## src/design/bfs_pkg.sv

```systemverilog
package bfs_pkg;

  // Clock and protection times
  localparam int CLK_PERIOD_NS = 8;
  localparam int HOLD_MS = 25;
  localparam int ZERO_MS = 30;
  localparam int SHORT_MS = 3;
  localparam int STEP_MS = 1;
  localparam int OPEN_MS = 10;
  localparam int OVERCUR_MS = 2;
  localparam int NS_PER_MS = 1000000;
  localparam int HOLD_CYC = HOLD_MS * NS_PER_MS / CLK_PERIOD_NS;
  localparam int ZERO_CYC = ZERO_MS * NS_PER_MS / CLK_PERIOD_NS;
  localparam int SHORT_CYC = SHORT_MS * NS_PER_MS / CLK_PERIOD_NS;
  localparam int STEP_CYC = STEP_MS * NS_PER_MS / CLK_PERIOD_NS;
  localparam int OPEN_CYC = OPEN_MS * NS_PER_MS / CLK_PERIOD_NS;
  localparam int OVERCUR_CYC = OVERCUR_MS * NS_PER_MS / CLK_PERIOD_NS;

  // Register map and field positions
  localparam logic [7:0] ADDR_CTRL = 8'h02;
  localparam logic [7:0] ADDR_FAULT = 8'h10;
  localparam logic [7:0] CTRL_RST = 8'hD0;
  localparam int CTL_SHORT_EN = 4;
  localparam int CTL_DIM_LO = 6;
  localparam int FLT_OVERTEMP = 7;
  localparam int FLT_STRING = 6;
  localparam int FLT_OVERCUR = 4;
  localparam int FLT_CHAN0 = 1;
  localparam logic [2:0] SS_LAST = 3'h7;

  typedef logic [21:0] bfs_cnt_t;

  typedef enum logic [2:0] {
    S_OFF = 3'h0,
    S_PRE = 3'h1,
    S_SOFT = 3'h2,
    S_RUN = 3'h3,
    S_HOLD = 3'h4,
    S_IDLE = 3'h5,
    S_ZERO = 3'h6,
    S_HOT = 3'h7
  } bfs_state_t;

  // Comparator and pin levels from the analog side
  typedef struct packed {
    logic enable;
    logic supplyOkMain;
    logic supplyOkIo;
    logic overTemp;
    logic swAtLimit;
    logic boostOutputAboveStart;
    logic peakReached;
    logic [1:0] ledChannelGood;
    logic [1:0] ledChannelHigh;
    logic [1:0] ledChannelPinOv;
  } bfs_sense_t;

  typedef struct packed {
    bfs_state_t state;
    bfs_cnt_t tmr;
    logic [2:0] ssStep;
    bfs_cnt_t overcurTmr;
    bfs_cnt_t [1:0] openTmr;
    bfs_cnt_t [1:0] shortTmr;
    logic [1:0] chanOff;
    logic [1:0] chanBad;
    logic hotLatch;
    logic seenLow;
    logic stable;
    logic [7:0] ctrl;
    logic [7:0] fault;
    logic [7:0] rdData;
    bfs_sense_t sync1;
    bfs_sense_t sync2;
  } bfs_regs_t;

  localparam bfs_regs_t REGS_RST = '{state: S_OFF, ctrl: CTRL_RST,
                                     default: '0};

endpackage

```

## src/design/bfs_sequencer.sv

```systemverilog
// Overview of operation
// - Zero brightness keeps boost on 25ms, then off
// - Zero-current entered 30ms after zero brightness (5ms off), wakes for commands
// - Digital inputs stay active while enable high
// - Valid non-zero command wakes and relights strings
// - Switch at limit ends cycle, resumes after
// - Timed overcurrent sets fault bit 4, not soft-start
// - Good channel marked; low channel timed, then off
// - Open sets bit 6, clears that channel status
// - Headroom above short level 3ms disables normal channel
// - Short guard off enables pin overvoltage clamp
// - Supply lockout stops boost and current sinks
// - Lockout keeps registers; only deep reset clears
// - Over-temperature shuts down, bit 7, needs cycling
// - Start needs supplies, enable and non-zero brightness
// - Low-current boost until output above start level
// - Soft-start limit steps 125mA to 1A in 7ms
// - Soft-start ends early when peak is enough
// - Lockout, enable low or zero brightness powers down
// - Open, short and overcurrent faults judged only in stable operation
// - Control bits 7:6 select dimming, default 11
`timescale 1ns/100ps

module bfs_sequencer #(
  parameter int HOLD_CYC = bfs_pkg::HOLD_CYC,
  parameter int ZERO_CYC = bfs_pkg::ZERO_CYC,
  parameter int SHORT_CYC = bfs_pkg::SHORT_CYC,
  parameter int STEP_CYC = bfs_pkg::STEP_CYC,
  parameter int OPEN_CYC = bfs_pkg::OPEN_CYC,
  parameter int OVERCUR_CYC = bfs_pkg::OVERCUR_CYC
) (
  input wire logic mclk,
  input wire logic rst_n,
  input wire bfs_pkg::bfs_sense_t senseIn,
  input wire logic brightNonZero,
  input wire logic cmdValid,
  input wire logic regWrEn,
  input wire logic [7:0] regAddr,
  input wire logic [7:0] regWrData,
  output logic [7:0] regRdData,
  output logic boostEn,
  output logic lowPowerStart,
  output logic switchOff,
  output logic [2:0] curLimitStep,
  output logic [1:0] sinkEn,
  output logic headroomCap,
  output logic outputClamp,
  output logic zeroCurrent,
  output logic wakePulse,
  output logic ioActive,
  output logic shortGuardEn,
  output logic [1:0] dimMode
);

  bfs_pkg::bfs_regs_t st_ff;
  bfs_pkg::bfs_regs_t nxt_st;
  bfs_pkg::bfs_sense_t sn;
  logic supOk;
  logic powerOk;
  logic running;
  logic [1:0] openCond;
  logic [1:0] shortCond;
  logic overcurCond;

  // Counter step with saturation, restarts when run drops
  function automatic bfs_pkg::bfs_cnt_t tick(bfs_pkg::bfs_cnt_t c,
                                             logic run);
    if (!run) begin
      return '0;
    end
    return (c == 22'h3FFFFF) ? c : c + 22'h000001;
  endfunction

  // Synchronised levels and start conditions
  assign sn = st_ff.sync2;
  assign supOk = sn.supplyOkMain & sn.supplyOkIo;
  assign powerOk = supOk & sn.enable & ~st_ff.hotLatch;
  assign running = (st_ff.state == bfs_pkg::S_RUN) & st_ff.stable;

  // Fault conditions, judged only once stable
  always_comb begin
    for (int i = 0; i < 2; i++) begin
      openCond[i] = running & ~st_ff.chanOff[i]
                    & ~sn.ledChannelGood[i]
                    & sn.ledChannelGood[1-i];
      shortCond[i] = running & ~st_ff.chanOff[i]
                     & st_ff.ctrl[bfs_pkg::CTL_SHORT_EN]
                     & sn.ledChannelHigh[i];
    end
    overcurCond = running & sn.swAtLimit;
  end

  // Next-state logic of the whole block
  always_comb begin
    nxt_st = st_ff;
    nxt_st.sync1 = senseIn;
    nxt_st.sync2 = st_ff.sync1;
    nxt_st.tmr = tick(st_ff.tmr, 1'b1);

    // Register port; contents survive lockout
    if (regWrEn && regAddr == bfs_pkg::ADDR_CTRL) begin
      nxt_st.ctrl = regWrData;
    end
    unique case (regAddr)
      bfs_pkg::ADDR_CTRL: nxt_st.rdData = st_ff.ctrl;
      bfs_pkg::ADDR_FAULT: nxt_st.rdData = st_ff.fault;
      default: nxt_st.rdData = 8'h00;
    endcase

    // Main sequence
    unique case (st_ff.state)
      bfs_pkg::S_OFF: begin
        if (powerOk && brightNonZero) begin
          nxt_st.state = bfs_pkg::S_PRE;
          nxt_st.chanOff = 2'h0;
          nxt_st.chanBad = 2'h0;
        end
      end
      bfs_pkg::S_PRE: begin
        nxt_st.ssStep = 3'h0;
        if (sn.boostOutputAboveStart) begin
          nxt_st.state = bfs_pkg::S_SOFT;
          nxt_st.tmr = '0;
        end
      end
      bfs_pkg::S_SOFT: begin
        if (sn.peakReached) begin
          nxt_st.state = bfs_pkg::S_RUN;
        end else if (st_ff.tmr == bfs_pkg::bfs_cnt_t'(STEP_CYC - 1)) begin
          nxt_st.tmr = '0;
          if (st_ff.ssStep == bfs_pkg::SS_LAST) begin
            nxt_st.state = bfs_pkg::S_RUN;
          end else begin
            nxt_st.ssStep = st_ff.ssStep + 3'h1;
          end
        end
      end
      bfs_pkg::S_RUN: begin
        if (|(sn.ledChannelGood & ~st_ff.chanOff)) begin
          nxt_st.stable = 1'b1;
        end
      end
      bfs_pkg::S_HOLD: begin
        if (brightNonZero) begin
          nxt_st.state = bfs_pkg::S_RUN;
        end else if (st_ff.tmr == bfs_pkg::bfs_cnt_t'(HOLD_CYC - 1)) begin
          nxt_st.state = bfs_pkg::S_IDLE;
        end
      end
      bfs_pkg::S_IDLE: begin
        if (brightNonZero) begin
          nxt_st.state = bfs_pkg::S_PRE;
        end else if (st_ff.tmr == bfs_pkg::bfs_cnt_t'(ZERO_CYC - 1)) begin
          nxt_st.state = bfs_pkg::S_ZERO;
        end
      end
      bfs_pkg::S_ZERO: begin
        if (cmdValid && brightNonZero) begin
          nxt_st.state = bfs_pkg::S_PRE;
        end
      end
      bfs_pkg::S_HOT: begin
        if (!sn.enable || !sn.supplyOkMain) begin
          nxt_st.seenLow = 1'b1;
        end
        if (!sn.overTemp && st_ff.seenLow && supOk && sn.enable) begin
          nxt_st.state = bfs_pkg::S_OFF;
          nxt_st.hotLatch = 1'b0;
        end
      end
    endcase

    // Zero brightness from any lit state starts the hold
    if (!brightNonZero && (st_ff.state == bfs_pkg::S_PRE ||
        st_ff.state == bfs_pkg::S_SOFT ||
        st_ff.state == bfs_pkg::S_RUN)) begin
      nxt_st.state = bfs_pkg::S_HOLD;
      nxt_st.tmr = '0;
    end

    // Lockout or enable low powers down
    if ((!supOk || !sn.enable) && st_ff.state != bfs_pkg::S_HOT) begin
      nxt_st.state = bfs_pkg::S_OFF;
    end

    // Over-temperature shutdown, latched
    if (sn.overTemp && st_ff.state != bfs_pkg::S_HOT) begin
      nxt_st.state = bfs_pkg::S_HOT;
      nxt_st.hotLatch = 1'b1;
      nxt_st.seenLow = 1'b0;
      nxt_st.fault[bfs_pkg::FLT_OVERTEMP] = 1'b1;
    end

    if (nxt_st.state != bfs_pkg::S_RUN) begin
      nxt_st.stable = 1'b0;
    end

    // Overcurrent report after its timeout
    nxt_st.overcurTmr = tick(st_ff.overcurTmr, overcurCond);
    if (overcurCond &&
        st_ff.overcurTmr == bfs_pkg::bfs_cnt_t'(OVERCUR_CYC - 1)) begin
      nxt_st.fault[bfs_pkg::FLT_OVERCUR] = 1'b1;
    end

    // Open and short string timeouts per channel
    for (int i = 0; i < 2; i++) begin
      nxt_st.openTmr[i] = tick(st_ff.openTmr[i], openCond[i]);
      nxt_st.shortTmr[i] = tick(st_ff.shortTmr[i], shortCond[i]);
      if (openCond[i] &&
          st_ff.openTmr[i] == bfs_pkg::bfs_cnt_t'(OPEN_CYC - 1)) begin
        nxt_st.chanOff[i] = 1'b1;
        nxt_st.chanBad[i] = 1'b1;
        nxt_st.fault[bfs_pkg::FLT_STRING] = 1'b1;
      end
      if (shortCond[i] &&
          st_ff.shortTmr[i] == bfs_pkg::bfs_cnt_t'(SHORT_CYC - 1)) begin
        nxt_st.chanOff[1-i] = 1'b1;
        nxt_st.chanBad[i] = 1'b1;
        nxt_st.fault[bfs_pkg::FLT_STRING] = 1'b1;
      end
    end

    // Channel status bits follow good and not faulted
    for (int i = 0; i < 2; i++) begin
      nxt_st.fault[bfs_pkg::FLT_CHAN0 + i] = sn.ledChannelGood[i]
        & ~nxt_st.chanOff[i] & ~nxt_st.chanBad[i];
    end
  end

  // State register; only the deep supply reset clears it
  always_ff @(posedge mclk or negedge rst_n) begin
    if (!rst_n) begin
      st_ff <= bfs_pkg::REGS_RST;
    end else begin
      st_ff <= nxt_st;
    end
  end

  // Drive to the boost, sinks and host side
  always_comb begin
    boostEn = st_ff.state == bfs_pkg::S_PRE ||
              st_ff.state == bfs_pkg::S_SOFT ||
              st_ff.state == bfs_pkg::S_RUN ||
              st_ff.state == bfs_pkg::S_HOLD;
    lowPowerStart = st_ff.state == bfs_pkg::S_PRE;
    for (int i = 0; i < 2; i++) begin
      sinkEn[i] = (st_ff.state == bfs_pkg::S_SOFT ||
                   st_ff.state == bfs_pkg::S_RUN ||
                   st_ff.state == bfs_pkg::S_HOLD) & ~st_ff.chanOff[i];
    end
    curLimitStep = (st_ff.state == bfs_pkg::S_PRE ||
                    st_ff.state == bfs_pkg::S_SOFT) ?
                   st_ff.ssStep : bfs_pkg::SS_LAST;
  end

  assign switchOff = ~boostEn | sn.swAtLimit;
  assign headroomCap = |{st_ff.openTmr[0] != '0,
                         st_ff.openTmr[1] != '0};
  assign shortGuardEn = st_ff.ctrl[bfs_pkg::CTL_SHORT_EN];
  assign outputClamp = (~shortGuardEn | headroomCap) &
                       |(sn.ledChannelPinOv & ~st_ff.chanOff);
  assign zeroCurrent = st_ff.state == bfs_pkg::S_ZERO;
  assign wakePulse = zeroCurrent & cmdValid;
  assign ioActive = sn.enable;
  assign dimMode = st_ff.ctrl[bfs_pkg::CTL_DIM_LO +: 2];
  assign regRdData = st_ff.rdData;
endmodule // bfs_sequencer

```

## config.mk

```make
export PLATFORM = sky130hd
export DESIGN_NAME = bfs_sequencer
export DESIGN_NICKNAME = d
export VERILOG_FILES = /design/src/design/bfs_pkg.sv /design/src/design/bfs_sequencer.sv
export SDC_FILE = /design/constraint.sdc
export NUM_CORES = 1
export LEC_CHECK = 0
export BUFFER_PORTS_ARGS = -buffer_cell sky130_fd_sc_hd__buf_4
export CORE_AREA = 5 5 189 191
export CTS_BUF_LIST = sky130_fd_sc_hd__clkbuf_8 sky130_fd_sc_hd__clkbuf_16
export DETAILED_ROUTE_END_ITERATION = 6
export DIE_AREA = 0 0 194 196
export HOLD_SLACK_MARGIN = 0.08
export MAX_ROUTING_LAYER = met4
export SYNTH_ARGS = -nofsm -noshare
export SYNTH_HDL_FRONTEND = slang
export SYNTH_SLANG_ARGS = --single-unit
```

## constraint.sdc

```tcl
create_clock -name mclk -period 2.95 [get_ports mclk]
set_input_delay 0.7375 -clock mclk [delete_from_list [all_inputs] [get_ports mclk]]
set_output_delay 0.7375 -clock mclk [all_outputs]
set_load 0.02 [all_outputs]
```

# After elaboration in Yosys (flattened, before gate mapping)

Cells that the tools add are included.

Input bits: 34
Logic and storage cells: 213
Bits in registers: 192
Output and inout bits: 24

Reduce and logical (&&, ||, !) cells: 43
$add $sub $neg: 7
Mux-type cells: 51
Bitwise logic cells: 39
Equality and inequality tests: 34

Operators by type and width:

| kind                                                                     | count |
|---|---|
| 22-bit 2-to-1 mux                                                        | 11 |
| 22-bit equality test (second input constant)                             | 8 |
| 22-bit by 1-bit adder with 22-bit output (second input constant)         | 6 |
| 25-bit 2-to-1 mux                                                        | 3 |
| 25-bit case mux with 2 select lines                                      | 1 |
| 22-bit by 19-bit equality test with 1-bit output (second input constant) | 2 |
| 22-bit by 21-bit equality test with 1-bit output (second input constant) | 2 |
| 22-bit nonzero test                                                      | 2 |
| 3-bit 2-to-1 mux                                                         | 13 |
| 28-bit 2-to-1 mux                                                        | 1 |
| 1-bit AND                                                                | 23 |
| 22-bit by 17-bit equality test with 1-bit output (second input constant) | 1 |
| 22-bit by 18-bit equality test with 1-bit output (second input constant) | 1 |
| 3-bit case mux with 7 select lines                                       | 1 |
| 2-bit inequality test (second input constant)                            | 8 |
| 8-bit case mux with 2 select lines                                       | 1 |
| 3-bit equality test (second input constant)                              | 5 |
| 1-bit 2-to-1 mux                                                         | 15 |
| 1-bit logical AND                                                        | 14 |
| 2-bit nonzero test                                                       | 6 |
| 1-bit NOT                                                                | 11 |
| 8-bit by 2-bit equality test with 1-bit output (second input constant)   | 1 |
| 8-bit by 5-bit equality test with 1-bit output (second input constant)   | 1 |
| 4-bit 2-to-1 mux                                                         | 2 |
| other kinds (16)                                                         | 35 |

# Depth between registers and ports, before layout

Gate-level depths: netlist (run 1).

Depth after elaboration: 12
Depth in mapped cells: 8
Depth with buffers taken out: 7

# Worst setup path before layout (run 1)

Ideal clock, no wire load.

Kind: reg2out
Start point: register st_ff[101] (netlist bit)
End point: output outputClamp
Required time: 2213 ps
Stages on the path, launching flop included: 8
Data arrival time: 1731 ps
Setup slack: 481 ps
Path buffers: 0
Cell sequence: dfrtp_1 -> inv_1 -> ha_1 -> nor4b_1 -> nand3_1 -> or4_1 -> nor2_1 -> nor2_1

Longest elaborated chain between the ends: 4

Ends and longest elaborated chain:

| item                   | RTL line             | RTL |
|---|---|---|
| start, declared        | bfs_sequencer.sv:55  | `bfs_pkg::bfs_regs_t st_ff;` |
| start signal, assigned | bfs_sequencer.sv:233 | `st_ff <= bfs_pkg::REGS_RST;` |
| start signal, assigned | bfs_sequencer.sv:235 | `st_ff <= nxt_st;` |
| 22-bit nonzero test    | bfs_sequencer.sv:257 | `assign headroomCap = \|{st_ff.openTmr[0] != '0,` |
| 2-bit OR reduction     | bfs_sequencer.sv:257 |  |
| named net headroomCap  | bfs_sequencer.sv:46  | `output logic headroomCap,` |
| 1-bit bitwise OR       | bfs_sequencer.sv:260 | `assign outputClamp = (~shortGuardEn \| headroomCap) &` |
| 1-bit AND              | bfs_sequencer.sv:260 |  |
| end, declared          | bfs_sequencer.sv:47  | `output logic outputClamp,` |

The timed path passes the listed nets, and every way through them passes these cells.

# Final worst setup path (run 1)

Start point: register st_ff[142] (netlist bit)
End point: output outputClamp

Longest elaborated chain between the ends: 4

Ends and longest elaborated chain:

| item                | RTL line             | RTL |
|---|---|---|
| 22-bit nonzero test | bfs_sequencer.sv:258 | `st_ff.openTmr[1] != '0};` |
| 2-bit OR reduction  | bfs_sequencer.sv:257 |  |
| 1-bit bitwise OR    | bfs_sequencer.sv:260 |  |
| 1-bit AND           | bfs_sequencer.sv:260 |  |

Every way passes these cells.

==> impl_metrics.toml, run 1 <==
[sta]
timing.clock.skew_ns = 0.01222
timing.hold.ws_ns = 0.2999
final_hold_viol_count = 0
slew-limit-headroom_pct = 50.53
period_minus_slack_ns = 2.916
rsz0062_at_grt = "yes"
final-max-slew-violation-count = 0
setup_viol_count_final = 0
tightestPinTransition_ns = 0.7364
peak_freq_mhz = 343.0
min_period_over_period_pct = 98.84

[logic_synthesis]
synthTopCellsByCount = "sky130_fd_sc_hd__dfrtp_1, sky130_fd_sc_hd__nor2_1, sky130_fd_sc_hd__nand2_1"
synthesis.area_mm2 = 0.009951
synth_most_common_cell = "sky130_fd_sc_hd__dfrtp_1"
syn-mean-instance-area_um2 = 9.504
post_synth_main_area_contributors = "sky130_fd_sc_hd__dfrtp_1, sky130_fd_sc_hd__nor2_1, sky130_fd_sc_hd__a21oi_1, sky130_fd_sc_hd__xnor2_1, sky130_fd_sc_hd__xor2_1"
syn-instance-count = 1047
postSynthNetCount = 1091
synth_flop_cell = "sky130_fd_sc_hd__dfrtp_1"
synth_cell_type_count = 65
ys_ff_latch = 192
sequential_share_of_the_synthesized_area_pct = 48.32
synth_top_cell_area_share_pct = 47.53
ys_warn_count = 0
edff_count_synth = 0
postSynth.asyncResetShare_pct = 100.0
yosysTopAreaCell = "sky130_fd_sc_hd__dfrtp_1"

[floorplan]
std_cell_rows = 68
die_x_um = 194
floorplan_core_area_mm2 = 0.03395
area_enclosed_by_the_die_boundary_mm2 = 0.03802
num_io_pins = 58
chipHeight_um = 196
floorplan.initialDensity_pct = 29.31

[power]
max-vdd-ir-drop_mv = 0.3795
cellPowerDensity_mw_per_mm2 = 483.2
cellLeakagePower_uw = 0.004653

[clock_network]
cts_hold_buf = 0
h-tree-depth = 4
worstSkewPairLatency_ns = 0.44
clk_root_buffer_cell = "sky130_fd_sc_hd__clkbuf_16"
clock_path_buffers = 2
clkSlewWorstSetupHoldPaths_ns = 0.07
tritoncts.num_buffers = 17
tritoncts = "built"
cts.sink_count = 192

[worst_setup_path]
crit_fanout = 2
timing_worst_setup_path_type = "reg -> out"
endpoint_kind = "output port"
crit_required_ns = 2.21
setup.worst_path.start_class = "register"
cp.arrival_ns = 2.18

[final_layout]
nets = 1143
postLayoutCellArea_mm2 = 0.01166
signed_area_change_from_the_synthesized_netlist_to_the_final_layout_pct = 17.20
antenna_cells = 0
sequential_standard_cell_area_mm2 = 0.004815
fraction_of_final_layout_cells_sized_beyond_drive_strength_1_pct = 14.75
finalCoreUtilization_pct = 34.35
num-fill-cells = 3403
multi_input_comb_area_mm2 = 0.004912

[grt]
grt_antenna_before_repair = 1
grt_use_met1_pct = 17.98
grt_most_used_layer = "met2"
gr-total-overflow = 0
global_route_met2_utilization_pct = 19.56
grt_start_max_net_pins = 69
grt_usage_pct = 12.95
via_count_of_the_first_global_routing_pass = 7655
grt_first_pass_wirelength_um = 39850
use_met3_pct = 2.559

[placed_design]
placedInstanceArea_mm2 = 0.01089
port_buffers = 57
detailedPlacementHpwl_um = 16980
globalplace.congestion = 0.8530

[route]
detail_route.vias_per_cell = 5.116
dr_total_vias = 8016
ant_nets_after_route = 0
routed_wirelength_um = 23950
drt_first_pass_iters = 7
wl_per_cell_um = 15.28
detailedRoute.firstIterationViolations = 635
route.detailed.drc = 0

[worst_hold_path]
min-delay-path-class = "in -> async"

[run]
cap_viol_max_count = 0

[status]
run_status = "finished, final reports clean"
-- critical path, stage by stage, from the launching register on --
cell	delay, ns
sky130_fd_sc_hd__dfrtp_2	0.43
sky130_fd_sc_hd__nor4_2	0.29
sky130_fd_sc_hd__nand3_1	0.15
sky130_fd_sc_hd__or4_4	0.59
sky130_fd_sc_hd__nor2_4	0.10
sky130_fd_sc_hd__nor2_2	0.05
sky130_fd_sc_hd__buf_6	0.13
-- final timing paths --
check                            from          end  slack [ns]  cells past startpoint
setup / recovery           st_ff[142]  outputClamp        0.03                      6
max in group asynchronous       rst_n   st_ff[168]        1.97                      2
hold reg to reg             nxt_st[0]        sn[0]        0.35                      0
setup reg to reg           st_ff[193]   st_ff[168]        0.57                      5
hold / removal                  rst_n   st_ff[108]        0.30                      1
min in group mclk           nxt_st[0]        sn[0]        0.35                      0
-- registers in the layout, summed over array words and instances (netlist names) --
signal        flops
dimMode           2
ioActive          1
nxt_st           13
regRdData         8
shortGuardEn      1
sn               12
st_ff           155
-- stage by stage --
| stage | total power (uW) | worst slack, ns | setup TNS (ns) | instances |
|---|---|---|---|---|
| global placement | 3378 | 0.3691 | 0 | 1525 |
| CTS | 5720 | 0.004864 | 0 | 1565 |
| floorplan | 3132 | 0.4813 | 0 | 1047 |
| detailed placement | 3382 | 0.3505 | 0 | 1525 |
| global route | 5901 | -0.07328 | -0.1130 | 1567 |
| finish | 5636 | 0.03427 | 0 | 1567 |
-- repair_timing --
item,4_1_cts,5_1_grt
setup buffers,8,2
endpoints found under the setup margin,2,3
resized for setup,9,16
pin swaps,2,4
-- cells in the final DEF (no fill, tap or decap), drive strengths merged, types with 21 or more instances in the layout --
cell type,netlist,layout
a21oi,62,62
and2,23,23
and3,32,32
buf,16,86
clkbuf,38,21
dfrtp,189,189
inv,21,30
nand2,71,71
nand3,53,53
nand4,37,37
nor2,104,104
nor3,22,22
nor4,22,22
o21ai,53,53
or3,39,39
xnor2,32,32
xor2,31,31
-- layer usage --
layer | wire length [um] | vias up
met5 | 0 | -
met4 | 291 | 0
met3 | 951 | 18
met2 | 11060 | 142
met1 | 11650 | 3897
li1 | - | 3959
-- where the power goes --
group	switching, uW	total, uW	internal [uW]
combinational	310	525	215
clock	1120	2310	1190
sequential	101	2800	2700
total	1530	5640	4110
-- cells by family after synthesis --
kind of cell | synth area share, %
flip-flops | 48.32
buffers and inverters | 3.282
adder cells (fa/ha/maj) | 1.257
XOR/XNOR | 5.545
AND/OR/NAND/NOR | 27.12
AO/OA/AOI/OAI | 12.55
multiplexers | 1.924
-- area by class of cell --
class                      count  share of cell area (%)
clock buffer                  20                   4.002
clock inverter                12                  0.9656
inverter                      21                  0.6759
multi-input combinational    780                   42.12
sequential                   192                   41.28
tap                          455                   4.881
timing repair buffer          87                   6.072
No activity file was read; power rests on OpenSTA's default activity.
==> inputs of run 2 (changes only) <==
--- a/config.mk
+++ b/config.mk
@@ -5,11 +5,12 @@
 export SDC_FILE = /design/constraint.sdc
 export NUM_CORES = 1
 export LEC_CHECK = 0
+export ABC_AREA = 1
 export BUFFER_PORTS_ARGS = -buffer_cell sky130_fd_sc_hd__buf_4
-export CORE_AREA = 5 5 189 191
+export CORE_AREA = 2 2 193 195
 export CTS_BUF_LIST = sky130_fd_sc_hd__clkbuf_8 sky130_fd_sc_hd__clkbuf_16
 export DETAILED_ROUTE_END_ITERATION = 6
-export DIE_AREA = 0 0 194 196
+export DIE_AREA = 0 0 195 197
 export HOLD_SLACK_MARGIN = 0.08
 export MAX_ROUTING_LAYER = met4
 export SYNTH_ARGS = -nofsm -noshare
==> impl_metrics.toml, run 2 <==
[status]
run_status = "finished, final reports clean"

[placed_design]
port_buffers = 57
detailedPlacementHpwl_um = 21870
pre_cts_ws_ns = 0.6164
globalplace.congestion = 0.9498
placedInstanceArea_mm2 = 0.01169

[final_layout]
finalCoreUtilization_pct = 33.91
largest_register = "st_ff"
sequential_standard_cell_area_mm2 = 0.004808
fraction_of_final_layout_cells_sized_beyond_drive_strength_1_pct = 10.25
antenna_cells = 0
layout.cells.most_common_list = "sky130_fd_sc_hd__nand2_1, sky130_fd_sc_hd__inv_1, sky130_fd_sc_hd__nor2_1"
nets = 1553
num-fill-cells = 3866
leading_cell_type_in_the_layout_fill_and_taps_excluded = "sky130_fd_sc_hd__nand2_1"
postLayoutCellArea_mm2 = 0.01230
largest_register_ff_count = 155
multi_input_comb_area_mm2 = 0.004987
signed_area_change_from_the_synthesized_netlist_to_the_final_layout_pct = 14.49

[logic_synthesis]
synth_top_cell_area_share_pct = 44.04
syn-instance-count = 1450
postSynthNetCount = 1494
postSynth.asyncResetShare_pct = 100.0
edff_count_synth = 0
synth_cell_type_count = 44
synthesis.area_mm2 = 0.01074
ys_ff_latch = 192
ys_warn_count = 0
sequential_share_of_the_synthesized_area_pct = 44.77
yosysTopAreaCell = "sky130_fd_sc_hd__dfrtp_1"
syn-mean-instance-area_um2 = 7.406
post_synth_main_area_contributors = "sky130_fd_sc_hd__dfrtp_1, sky130_fd_sc_hd__nand2_1, sky130_fd_sc_hd__inv_1, sky130_fd_sc_hd__nor2_1, sky130_fd_sc_hd__nand3_1"
synth_most_common_cell = "sky130_fd_sc_hd__nand2_1"
synthTopCellsByCount = "sky130_fd_sc_hd__nand2_1, sky130_fd_sc_hd__inv_1, sky130_fd_sc_hd__nor2_1"
synth_flop_cell = "sky130_fd_sc_hd__dfrtp_1"

[clock_network]
clkSlewWorstSetupHoldPaths_ns = 0.08
worstSkewPairLatency_ns = 0.45
clock_path_buffers = 2
post-cts-setup-buffer-count = 0
tritoncts = "built"
tritoncts.num_buffers = 17
h-tree-depth = 4
cts.sink_count = 192
clk_root_buffer_cell = "sky130_fd_sc_hd__clkbuf_16"

[route]
route.detailed.drc = 0
drt_first_pass_iters = 5
routed_wirelength_um = 28530
ant_nets_after_route = 0
met3RoutedLength_um = 1254
detailroute.wirelength.met2_um = 13200
dr_total_vias = 9807
detailedRoute.firstIterationViolations = 680
max_used_layer = "met4"
wl_per_cell_um = 14.34
met1Wirelength_um = 13590
detail_route.vias_per_cell = 4.928

[sta]
timing.clock.skew_ns = 0.01400
final-max-slew-violation-count = 0
setup_total_negative_slack_ns = 0
period_minus_slack_ns = 2.824
timing.hold.ws_ns = 0.3038
slew-limit-headroom_pct = 57.02
setup_viol_count_final = 0
tightestPinTransition_ns = 0.6394
postLayoutSetupSlackWorst_ns = 0.1262
final_hold_viol_count = 0
rsz0062_at_grt = "no"
min_period_over_period_pct = 95.72
peak_freq_mhz = 354.1

[worst_setup_path]
cp_num_buf_inv = 1
critical_path.max_stage_delay_ns = 0.44
cp_top_family = "simple AND/OR/NAND/NOR gates"
cp_slowest_cell = "sky130_fd_sc_hd__dfrtp_1"
setup.worst_path.start_class = "register"
worstSetupStartpoint = "st_ff[144]"
cp.arrival_ns = 2.09
crit_required_ns = 2.21
timing_worst_setup_path_type = "reg -> out"
crit_fanout = 6
timing.critical_path.cells = "or2_2 > nor3_1 > nor3b_1 > nand3_1 > nor2_2 > a21oi_1 > buf_4"
worstReg2RegStart = "st_ff[57]"
endpoint_kind = "output port"

[grt]
grt_antenna_before_repair = 0
gr-total-overflow = 0
via_count_of_the_first_global_routing_pass = 9253
grt_usage_pct = 15.72
grt_first_pass_wirelength_um = 47120
grt_start_max_net_pins = 72

[floorplan]
die_x_um = 195
std_cell_rows = 70
floorplan_core_area_mm2 = 0.03626
num_io_pins = 58
chipHeight_um = 197
floorplan.initialDensity_pct = 29.62
area_enclosed_by_the_die_boundary_mm2 = 0.03842

[power]
cellPowerDensity_mw_per_mm2 = 451.6
cellLeakagePower_uw = 0.005392
max-vdd-ir-drop_mv = 0.4123

[run]
cap_viol_max_count = 0

[worst_hold_path]
min-delay-path-class = "in -> async"
-- run 2: cell count changes after synthesis, sizes merged, moves of 18 or more --
| cell | before | now |
|---|---|---|
| nor2 | 104 | 210 |
| inv | 21 | 210 |
| and4 | 19 | 0 |
| xor2 | 31 | 13 |
| xnor2 | 32 | 1 |
| clkbuf | 38 | 1 |
| nand2 | 71 | 325 |
| and3 | 32 | 2 |
| and2 | 23 | 2 |
| nand3 | 53 | 147 |
| or4 | 20 | 0 |
| nor3 | 22 | 59 |
| or3 | 39 | 1 |
-- run 2: layout make-up --
| cell class | count | share of cell area [%] |
|---|---|---|
| multi-input cells | 1022 | 40.56 |
| flip-flops and latches | 192 | 39.11 |
| clock buffers | 17 | 3.460 |
| clock inverters | 15 | 1.414 |
| repair buffers | 66 | 4.284 |
| inverters | 210 | 6.411 |
| well taps | 468 | 4.762 |
-- run 2: cells by family after synthesis --
| group | synth area share (%) |
|---|---|
| AND/OR/NAND/NOR | 36.21 |
| XOR/XNOR | 1.142 |
| flip-flops | 44.77 |
| adder cells (fa/ha/maj) | 1.165 |
| AO/OA/AOI/OAI | 7.841 |
| buffers and inverters | 8.866 |
-- run 2: worst paths after layout --
path | endpoint | slack, ns | cells past startpoint
min in group mclk | ioActive | 0.35 | 0
max | outputClamp | 0.13 | 7
max in group asynchronous | st_ff[66] | 1.91 | 2
min | st_ff[120] | 0.30 | 1
min reg2reg | ioActive | 0.35 | 0
max reg2reg | st_ff[61] | 0.69 | 11
-- run 2: worst reg2reg max path, cell delays in order (launching register included) --
cell	delay, ns
sky130_fd_sc_hd__dfrtp_1	0.38
sky130_fd_sc_hd__ha_1	0.22
sky130_fd_sc_hd__nand2_1	0.14
sky130_fd_sc_hd__nor2_1	0.12
sky130_fd_sc_hd__nand3_1	0.13
sky130_fd_sc_hd__nor2_1	0.16
sky130_fd_sc_hd__nand4_1	0.46
sky130_fd_sc_hd__inv_1	0.26
sky130_fd_sc_hd__nor2_1	0.09
sky130_fd_sc_hd__nand2_1	0.06
sky130_fd_sc_hd__nand2_1	0.04
sky130_fd_sc_hd__a21oi_1	0.14
-- run 2: report_power, final --
| group | internal [uW] | leakage, uW | switching [uW] |
|---|---|---|---|
| logic | 142 | 0.00252 | 289 |
| clock network | 1210 | 0.000298 | 1170 |
| registers | 2690 | 0.00257 | 53.2 |
| total | 4040 | 0.00539 | 1510 |
-- run 2: metrics by stage --
step,power [uW],std cells
after floorplan,3016,1450
after global placement,3227,1958
after detailed placement,3234,1958
after CTS,5653,1990
after global routing,5826,1990
final,5552,1990
-- run 2: layer usage --
metal,vias to the layer above,GRT usage [%]
met1,4648,20.65
li1,4874,-
met5,-,-
met2,246,24.72
met4,0,4.722
met3,39,2.926
-- run 2: repair_timing --
action,in CTS,in global routing
setup endpoints to repair,0,1
resized for setup,0,1
hold endpoints to repair,0,0
hold buffers,0,0
